$ cat src/dbic_pkg.sv
// Summary of operation
// - enabled error events raise bus interrupt request
// - latch last output word, read back when selected
// - burst dead-time expiry releases bus unless a new cycle starts on that clock
// - indicator output high in N-cycle burst
// - hold sack until last cycle, then negate
// - no ssyn within 13 us flags nonexistent memory
// - start command clears all latched errors
`default_nettype none
package dbic_pkg;
  // ****************************************
  // register map (byte addresses)
  // ****************************************
  localparam logic [7:0] ADR_CONTROL  = 8'h00;  // control word
  localparam logic [7:0] ADR_STATUS   = 8'h04;  // sticky errors, write one to clear
  localparam logic [7:0] ADR_MASK     = 8'h08;  // interrupt mask
  localparam logic [7:0] ADR_LASTWORD = 8'h0C;  // latched last output word
  // ****************************************
  // control bit positions
  // ****************************************
  localparam int CTL_START     = 0;   // write-only start pulse
  localparam int CTL_IRQ_EN    = 1;   // interrupt_enable
  localparam int CTL_BURST     = 2;   // burst mode
  localparam int CTL_TWO_CYCLE = 3;   // two-cycle burst when set
  localparam int CTL_INFO_SEL  = 15;  // error_info_select
  localparam int ERR_W         = 5;   // number of error bits
  localparam int ERR_NEX       = 0;   // nonexistent_memory_error
  localparam int ERR_USER_ATTENTION      = 1;   // user_attention
  localparam int ERR_MULTI     = 2;   // multi_cycle_request_error
  localparam int ERR_POWER     = 3;   // power_fail_low
  localparam int ERR_PARITY    = 4;   // parity_error
  localparam logic [ERR_W-1:0] MASK_RESET = 5'h1F;  // all unmasked
  // ****************************************
  // timing
  // ****************************************
  localparam int CLK_MHZ        = 40;                  // clock rate
  localparam int NEX_TIMEOUT_US = 13;                  // ssyn wait limit
  localparam int NEX_CYCLES     = NEX_TIMEOUT_US * CLK_MHZ;  // exact product, no rounding
  localparam int DEAD_DEFAULT   = 400;                 // default dead-time cycles
  // ****************************************
  // pin bundle layout
  // ****************************************
  localparam int PIN_W      = 21;  // data 16 plus five controls
  localparam int PIN_SSYN   = 16;
  localparam int PIN_CYCRQ  = 17;
  localparam int PIN_SINGLE = 18;
  localparam int PIN_USER_ATTENTION   = 19;
  localparam int PIN_POWER  = 20;
  typedef enum {ST_IDLE, ST_ARMED, ST_CYCLE, ST_GAP} dbic_state_type;
endpackage
`default_nettype wire

$ cat src/dbic_pin_if.sv
`timescale 1ns/100ps
`default_nettype none
// raw pins in, synchronised copy out
interface dbic_pin_if;
  import dbic_pkg::*;
  logic [PIN_W-1:0] raw;   // from pins
  logic [PIN_W-1:0] sync;  // two flops later
  modport syncer (input raw, output sync);
  modport user   (output raw, input sync);
endinterface
`default_nettype wire

$ cat src/dbic_dma_ctrl.sv
// The placing of the registers and the Wishbone interface to the registers were decided locally.
`timescale 1ns/100ps
`default_nettype none
// dma burst and interrupt control with wishbone register slave
module dbic_dma_ctrl
  import dbic_pkg::*;
#(
  parameter int DEAD_CYCLES = DEAD_DEFAULT  // burst dead-time in clocks
) (
  // clock and reset
  input  wire logic        clk,
  input  wire logic        sys_rst,
  // wishbone slave
  input  wire logic        wb_cyc_i,
  input  wire logic        wb_stb_i,
  input  wire logic        wb_we_i,
  input  wire logic [7:0]  wb_adr_i,
  input  wire logic [3:0]  wb_sel_i,
  input  wire logic [31:0] wb_dat_i,
  output logic      [31:0] wb_dat_o,
  output logic             wb_ack_o,
  // host bus pins
  input  wire logic        ssyn,
  output logic             msyn,
  output logic             bbsy,
  output logic             sack,
  output logic             irq,
  // user side pins
  input  wire logic [15:0] dataWord,
  input  wire logic        cycleRequest,
  input  wire logic        singleCycle,
  input  wire logic        userAttention,
  input  wire logic        powerFailLow,
  input  wire logic        parityError,
  output logic             nCycleIndicator
);
  // ****************************************
  // synchronised pins
  // ****************************************
  dbic_pin_if pinBus ();
  assign pinBus.raw = {powerFailLow, userAttention, singleCycle, cycleRequest, ssyn, dataWord};
  dbic_sync u_sync (
    .clk     (clk),
    .sys_rst (sys_rst),
    .pins    (pinBus.syncer)
  );
  logic        ssynS;      // synced ssyn
  logic        cycRqS;     // synced cycle_request
  logic        singleS;    // synced single-cycle hold
  logic        attnS;      // synced attention
  logic        powerS;     // synced power fail
  logic [15:0] dataS;      // synced data word
  logic        parityS1;   // parity first stage
  logic        parityS;    // parity second stage
  logic        cycRqPrev;  // for edge detect
  assign ssynS   = pinBus.sync[PIN_SSYN];
  assign cycRqS  = pinBus.sync[PIN_CYCRQ];
  assign singleS = pinBus.sync[PIN_SINGLE];
  assign attnS   = pinBus.sync[PIN_USER_ATTENTION];
  assign powerS  = pinBus.sync[PIN_POWER];
  assign dataS   = pinBus.sync[15:0];

  // parity pin kept outside bundle, own two flops
  always_ff @(posedge clk or posedge sys_rst) begin
    if (sys_rst) begin
      parityS1  <= 1'b0;
      parityS   <= 1'b0;
      cycRqPrev <= 1'b0;
    end else begin
      parityS1  <= parityError;
      parityS   <= parityS1;
      cycRqPrev <= cycRqS;
    end
  end

  // ****************************************
  // registers
  // ****************************************
  logic             irqEnable;     // interrupt_enable
  logic             burstMode;     // burst on
  logic             twoCycle;      // two-cycle burst
  logic             infoSelect;    // error_info_select
  logic [ERR_W-1:0] errStatus;     // sticky errors
  logic [ERR_W-1:0] errMask;       // interrupt mask
  logic [15:0]      lastWord;      // output_data_holding
  logic             busWrite;      // accepted write
  logic             startPulse;    // start command
  logic [ERR_W-1:0] errSet;        // events this cycle
  logic             access;        // new bus request
  assign access     = wb_cyc_i && wb_stb_i && !wb_ack_o;
  assign busWrite   = access && wb_we_i;
  assign startPulse = busWrite && wb_adr_i == ADR_CONTROL && wb_sel_i[0] && wb_dat_i[CTL_START];

  // wishbone ack, one cycle after request
  always_ff @(posedge clk or posedge sys_rst) begin
    if (sys_rst) wb_ack_o <= 1'b0;
    else         wb_ack_o <= access;
  end

  // control and mask register writes
  always_ff @(posedge clk or posedge sys_rst) begin
    if (sys_rst) begin
      irqEnable  <= 1'b0;
      burstMode  <= 1'b0;
      twoCycle   <= 1'b0;
      infoSelect <= 1'b0;
      errMask    <= MASK_RESET;
    end else if (busWrite) begin
      if (wb_adr_i == ADR_CONTROL && wb_sel_i[0]) begin
        irqEnable <= wb_dat_i[CTL_IRQ_EN];
        burstMode <= wb_dat_i[CTL_BURST];
        twoCycle  <= wb_dat_i[CTL_TWO_CYCLE];
      end
      if (wb_adr_i == ADR_CONTROL && wb_sel_i[1]) infoSelect <= wb_dat_i[CTL_INFO_SEL];
      if (wb_adr_i == ADR_MASK && wb_sel_i[0])    errMask    <= wb_dat_i[ERR_W-1:0];
    end
  end

  // sticky errors: set wins over start clear and write-one clear
  always_ff @(posedge clk or posedge sys_rst) begin
    if (sys_rst) begin
      errStatus <= '0;
    end else if (startPulse) begin
      errStatus <= errSet;
    end else if (busWrite && wb_adr_i == ADR_STATUS && wb_sel_i[0]) begin
      errStatus <= (errStatus & ~wb_dat_i[ERR_W-1:0]) | errSet;
    end else begin
      errStatus <= errStatus | errSet;
    end
  end

  // interrupt request, registered
  always_ff @(posedge clk or posedge sys_rst) begin
    if (sys_rst) irq <= 1'b0;
    else         irq <= irqEnable && |(errStatus & errMask);
  end

  // read data
  always_ff @(posedge clk or posedge sys_rst) begin
    if (sys_rst) begin
      wb_dat_o <= '0;
    end else if (access && !wb_we_i) begin
      unique case (wb_adr_i)
        ADR_CONTROL:  wb_dat_o <= {16'h0000, infoSelect, 11'h000, twoCycle, burstMode, irqEnable, 1'b0};
        ADR_STATUS:   wb_dat_o <= {27'h0000000, errStatus};
        ADR_MASK:     wb_dat_o <= {27'h0000000, errMask};
        ADR_LASTWORD: wb_dat_o <= infoSelect ? {16'h0000, lastWord} : 32'h00000000;
        default:      wb_dat_o <= 32'h00000000;
      endcase
    end
  end

  // ****************************************
  // transfer sequencer
  // ****************************************
  dbic_state_type state;
  logic [9:0]  nexCount;     // ssyn wait counter
  logic [31:0] deadCount;    // burst gap counter
  logic        cycleIndex;   // second cycle of two-cycle burst
  logic        thisLast;     // current cycle ends block
  logic        cycleLast;    // end decision held through the cycle
  logic        cycRqRise;    // new cycle request
  logic        nexExpired;   // ssyn timeout
  logic        deadExpired;  // gap timeout
  assign cycRqRise   = cycRqS && !cycRqPrev;
  assign nexExpired  = state == ST_CYCLE && nexCount == 10'(NEX_CYCLES - 1);
  assign deadExpired = state == ST_GAP && deadCount == 32'(DEAD_CYCLES - 1);
  // last cycle decided at start: single, attention, second of two, or hold dropped
  assign thisLast = !burstMode || attnS || (twoCycle ? cycleIndex : !singleS);

  // error events
  always_comb begin
    errSet             = '0;
    errSet[ERR_NEX]    = nexExpired;
    errSet[ERR_USER_ATTENTION]   = attnS;
    errSet[ERR_MULTI]  = state == ST_CYCLE && cycRqRise;
    errSet[ERR_POWER]  = powerS && state != ST_IDLE;
    errSet[ERR_PARITY] = parityS && state != ST_IDLE;
  end

  // state and bus pins
  always_ff @(posedge clk or posedge sys_rst) begin
    if (sys_rst) begin
      state      <= ST_IDLE;
      msyn       <= 1'b0;
      bbsy       <= 1'b0;
      sack       <= 1'b0;
      cycleIndex <= 1'b0;
      cycleLast  <= 1'b0;
    end else begin
      unique case (state)
        ST_IDLE: begin
          if (startPulse) state <= ST_ARMED;
        end
        ST_ARMED, ST_GAP: begin
          // no new master sync until the old slave sync has cleared
          if (cycRqS && !ssynS) begin
            state     <= ST_CYCLE;
            bbsy      <= 1'b1;
            msyn      <= 1'b1;
            sack      <= !thisLast;
            cycleLast <= thisLast;
          end else if (deadExpired) begin
            state <= ST_IDLE;
            bbsy  <= 1'b0;
            sack  <= 1'b0;
          end
        end
        ST_CYCLE: begin
          if (ssynS || nexExpired) begin
            msyn       <= 1'b0;
            cycleIndex <= !cycleIndex;
            // end as decided at start; attention ends after this cycle
            if (cycleLast || attnS || nexExpired) begin
              state      <= ST_IDLE;
              bbsy       <= 1'b0;
              sack       <= 1'b0;
              cycleIndex <= 1'b0;
            end else begin
              state <= ST_GAP;
            end
          end
        end
      endcase
    end
  end

  // counters and last word latch
  always_ff @(posedge clk or posedge sys_rst) begin
    if (sys_rst) begin
      nexCount  <= '0;
      deadCount <= '0;
      lastWord  <= '0;
    end else begin
      nexCount  <= (state == ST_CYCLE && !ssynS) ? nexCount + 10'h001 : 10'h000;
      deadCount <= (state == ST_GAP && !cycRqS) ? deadCount + 32'h00000001 : 32'h00000000;
      if (state == ST_CYCLE && ssynS) lastWord <= dataS;
    end
  end

  // n-cycle indicator
  always_ff @(posedge clk or posedge sys_rst) begin
    if (sys_rst) nCycleIndicator <= 1'b0;
    else         nCycleIndicator <= burstMode && !twoCycle && state != ST_IDLE;
  end

  // ****************************************
  // checks
  // ****************************************
  chk_irq_cause: assert property (@(posedge clk) disable iff (sys_rst)
    irq |-> $past(irqEnable && |(errStatus & errMask))) else $error("irq without enabled error");
  chk_word_latch: assert property (@(posedge clk) disable iff (sys_rst)
    (state == ST_CYCLE && ssynS) |=> lastWord == $past(dataS)) else $error("last word not latched");
  chk_dead_release: assert property (@(posedge clk) disable iff (sys_rst)
    (deadExpired && !cycRqS) |=> !bbsy && !sack && state == ST_IDLE) else $error("gap did not release");
  chk_two_cycle: assert property (@(posedge clk) disable iff (sys_rst)
    (state == ST_CYCLE && burstMode && twoCycle && cycleIndex && ssynS) |=> state == ST_IDLE && !bbsy && !sack)
    else $error("two-cycle overrun");
  chk_led_mode: assert property (@(posedge clk) disable iff (sys_rst)
    nCycleIndicator |-> $past(burstMode && !twoCycle && state != ST_IDLE)) else $error("indicator wrong");
  chk_sack_last: assert property (@(posedge clk) disable iff (sys_rst)
    (state != ST_CYCLE ##1 state == ST_CYCLE) |-> sack == $past(!thisLast)) else $error("sack wrong at cycle");
  chk_nex_timeout: assert property (@(posedge clk) disable iff (sys_rst)
    nexExpired |=> errStatus[ERR_NEX] && !msyn) else $error("nex not flagged");
  chk_start_clear: assert property (@(posedge clk) disable iff (sys_rst)
    (startPulse && errSet == '0) |=> errStatus == '0) else $error("start did not clear");
  chk_dead_count: assert property (@(posedge clk) disable iff (sys_rst)
    state == ST_GAP |-> deadCount < 32'(DEAD_CYCLES)) else $error("dead count overrun");
  cov_burst: cover property (@(posedge clk) disable iff (sys_rst) state == ST_GAP ##[1:50] state == ST_CYCLE);
  cov_dead: cover property (@(posedge clk) disable iff (sys_rst) deadExpired);
  cov_nex: cover property (@(posedge clk) disable iff (sys_rst) nexExpired);
endmodule
`default_nettype wire

$ cat src/dbic_sync.sv
`timescale 1ns/100ps
`default_nettype none
// two-flop synchroniser for the pin bundle
module dbic_sync
  import dbic_pkg::*;
(
  // clock and reset
  input wire logic   clk,
  input wire logic   sys_rst,
  // bundle
  dbic_pin_if.syncer pins
);
  logic [PIN_W-1:0] stage1;  // read only by the second stage

  // ****************************************
  // double flop
  // ****************************************
  always_ff @(posedge clk or posedge sys_rst) begin
    if (sys_rst) begin
      stage1    <= '0;
      pins.sync <= '0;
    end else begin
      stage1    <= pins.raw;
      pins.sync <= stage1;
    end
  end
endmodule
`default_nettype wire

$ cat config.mk
export PLATFORM = sky130hd
export DESIGN_NAME = dbic_dma_ctrl
export DESIGN_NICKNAME = d
export VERILOG_FILES = /design/src/dbic_pkg.sv /design/src/dbic_pin_if.sv /design/src/dbic_dma_ctrl.sv /design/src/dbic_sync.sv
export SDC_FILE = /design/constraint.sdc
export NUM_CORES = 1
export LEC_CHECK = 0
export ABC_AREA = 1
export ABC_CLOCK_PERIOD_IN_PS = 5950
export BUFFER_PORTS_ARGS = -buffer_cell sky130_fd_sc_hd__buf_2
export CORE_MARGIN = 2
export CORE_UTILIZATION = 45
export CTS_CLUSTER_DIAMETER = 120
export DETAILED_ROUTE_END_ITERATION = 8
export PLACE_DENSITY = 0.63
export SYNTH_ARGS = -nofsm -noshare
export SYNTH_HDL_FRONTEND = slang
export SYNTH_SLANG_ARGS = --single-unit
export TNS_END_PERCENT = 50
$ cat constraint.sdc
create_clock -name clk -period 5.95 [get_ports clk]
set_input_delay 0.2975 -clock clk [delete_from_list [all_inputs] [get_ports clk]]
set_output_delay 0.2975 -clock clk [all_outputs]
set_load 0.005 [all_outputs]
==> impl_metrics.tcl <==
set metrics [dict create \
    outcome "complete, no violations" \
    row_count 42 \
    worstSetupPathType "flop to flop" \
    relSlewSlack 0.386 \
    clock_latency_ns 0.42 \
    cts_root_buf "clkbuf_16" \
    ys_ff_latch 143 \
    drive_gt1_frac 0.188 \
    cp_common_cell "inv_1" \
    crit_fanout 17 \
    route.detailed.drc 0 \
    die_h_um 121 \
    fin_skew_ns 0.00919 \
    synth_enable_flop_cells 0 \
    max_freq_mhz 512 \
    ir_drop_v 0.000189 \
    clkTransAtPathRegs_ns 0.06 \
    synth_top_area_cell "dfrtp_1" \
    setup_tns_ns 0 \
    routedWlPerCell_um 13.9 \
    netlist-cell-type-count 35 \
    syn_area_per_cell_um2 9.22 \
    synth-main-ff-cell "dfrtp_1" \
    crit_family "simple AND/OR/NAND/NOR gates" \
    synth-async-reset-ratio 1.00 \
    fin_area_um2 7480 \
    fp.coreArea_um2 13300 \
    slew_violations 0 \
    cts_setup_buffers 0 \
    pin_count 109 \
    die_x_um 121 \
    path_cells "inv_1 -> nand3_1 -> nor2_2 -> inv_2 -> nor2_1 -> inv_1 -> o21ai_0" \
    ys_top_cells_by_count "163 x nand2_1, 138 x dfrtp_1, 92 x nor2_1" \
    preCtsSetupSlack_ns 4.00 \
    place_hpwl_mm 9.26 \
    wl_mm 13.3 \
    cts_tree "built" \
    viasPerCell 4.88 \
    critPathCaptureType "flop" \
    yosysWarnings 0 \
    start_util 0.464 \
    final_hold_viol_count 0 \
    powerDensity_nw_per_um2 326 \
    drt_iter0_drc 407 \
    min_path_type "primary input to flop" \
    min_period_ns 1.95 \
    drv_cap 0 \
    antenna_found_initial 0 \
    cts.sink_count 143 \
    fin_ws_ns 4.00 \
    worst_pin_slew_ns 0.921 \
    cts_buffer_depth 2 \
    synthCells 671 \
    area_delta_synth_final_pct 20.9 \
    yosys.cell_count.top_type "nand2_1" \
    gp_congestion 0.936 \
    crit_arrival_ns 2.29 \
    place_area_um2 6640 \
    slowest_delay_ns 0.63 \
    syn_area_um2 6190 \
    synth_area_leaders "dfrtp_1 56%, nand2_1 9.9%, nor2_1 5.6%" \
    p_leak_nw 3.54 \
    path_buf_inv 3 \
    rsz0062_at_grt "no" \
    grt_pass1_wl_mm 22.7 \
    ys_seq_area_frac 0.579 \
    layout_worst_path_cycle_share 0.328 \
    first_pass_iters 6 \
    first_global_vias 4730 \
    grt_util_all_layers 0.198 \
    cp_slowest_cell "nor2_1" \
    cp.required_ns 6.29 \
    dieArea_um2 14700 \
    dr_total_vias 4678 \
    diodes 0 \
    startpoint_type "flop" \
    synth_top_area_frac 0.558 \
    cts_htree_levels 4 \
    overflow 0 \
    final_antenna_net_count 0 \
    grt_max_degree 79 \
    setup_viol 0 \
    cts_buffers 17 \
    port_buffers 64 \
    nNetsFinal 844 \
]
-- per-stage QoR --
step           total power [W]  utilization  hold slack (ns)  instances
5_1_grt                0.00255        0.561            0.124        959
6_report               0.00244        0.561            0.121        959
4_1_cts                0.00246        0.561            0.111        959
3_5_place_dp           0.00135        0.497            0.336        905
2_1_floorplan          0.00129            -            0.329        686
3_3_place_gp           0.00134        0.497            0.332        905
-- where the power goes --
part | total (W) | switching, W | internal [W]
clock | 0.00110 | 0.000413 | 0.000682
sequential | 0.00112 | 0.0000528 | 0.00106
combinational | 0.000225 | 0.000123 | 0.000102
total | 0.00244 | 0.000589 | 0.00185
-- cell families (layout without fill, tap and decap cells) --
logic type               count (synthesis)  in the layout  share of synthesized area
AO/OA/AOI/OAI                           47             47                     0.0410
multiplexers                            16             16                     0.0291
other                                    1             16                   0.000606
adder cells (fa/ha/maj)                  2              2                    0.00404
AND/OR/NAND/NOR                        352            352                      0.253
XOR/XNOR                                17             17                     0.0241
flip-flops                             143            143                      0.579
buffers and inverters                   93            190                     0.0685
-- placed cells by master, fill, tap and decap left out, drive strengths merged, types with 2 or more instances in the layout --
| master | n |
|---|---|
| nand2 | 167 |
| mux2 | 16 |
| xor2 | 16 |
| conb | 16 |
| inv | 74 |
| clkinv | 4 |
| bufinv | 3 |
| a21oi | 13 |
| ha | 2 |
| nor2 | 99 |
| o21ai | 27 |
| dfstp | 5 |
| nor3 | 26 |
| buf | 65 |
| clkinvlp | 2 |
| clkbuf | 19 |
| dlygate4sd3 | 23 |
| nand3 | 50 |
| dfrtp | 138 |
| nand4 | 8 |
-- worst reg2reg max path, cell delays in order, from the launching register on --
cell	delay (ns)
dfrtp_1	0.39
inv_1	0.08
nand3_1	0.10
nor2_2	0.23
inv_2	0.20
nor2_1	0.63
inv_1	0.08
o21ai_0	0.17
-- state kept, by name, indices dropped and copies added, names as in the netlist --
| register | cells |
|---|---|
| nCycleIndicator | 1 |
| twoCycle | 1 |
| parityS1 | 1 |
| msyn | 1 |
| lastWord | 16 |
| errMask | 5 |
| state | 2 |
| irq | 1 |
| errStatus | 5 |
| parityS | 1 |
| u_sync.stage1 | 21 |
| deadCount | 32 |
| cycleIndex | 1 |
| cycRqPrev | 1 |
| bbsy | 1 |
| nexCount | 10 |
| u_sync.pins.sync | 21 |
| burstMode | 1 |
| cycleLast | 1 |
| infoSelect | 1 |
| sack | 1 |
| wb_ack_o | 1 |
| irqEnable | 1 |
| wb_dat_o | 16 |
-- cell type report --
cell class	count	area (um2)
clock buffers	19	453
fillers	1199	5870
clock inverters	12	159
well taps	176	220
multi-input cells	450	2240
repair buffers	88	558
flip-flops and latches	143	3580
inverters	71	272
-- layer usage --
metal | global-route usage | share of wire | routed length [um] | vias to the layer above
met5 | 0 | 0 | 0 | -
met4 | 0.0718 | 0.017 | 231 | 0
met3 | 0.0512 | 0.043 | 569 | 18
met2 | 0.327 | 0.49 | 6480 | 110
met1 | 0.253 | 0.45 | 6000 | 2243
li1 | - | - | - | 2307
-- final timing paths --
kind                              startpoint  slack (ns)  cells past startpoint              endpoint
hold / removal                   wb_dat_i[4]        0.12                      3            errMask[4]
setup / recovery                    wb_ack_o        4.00                      7          wb_dat_o[15]
min in group asynchronous            sys_rst        0.51                      3     u_sync.stage1[13]
max in group asynchronous            sys_rst        4.10                      4             irqEnable
setup reg to reg                    wb_ack_o        4.00                      7          wb_dat_o[15]
hold reg to reg            u_sync.stage1[17]        0.35                      0  u_sync.pins.sync[17]
-- timing repair --
item | in CTS | in global routing
endpoints found under the hold margin | 87 | 0
hold buffers | 23 | 0
gates resized for setup | 0 | 0
No activity file was read; power rests on OpenSTA's default activity.
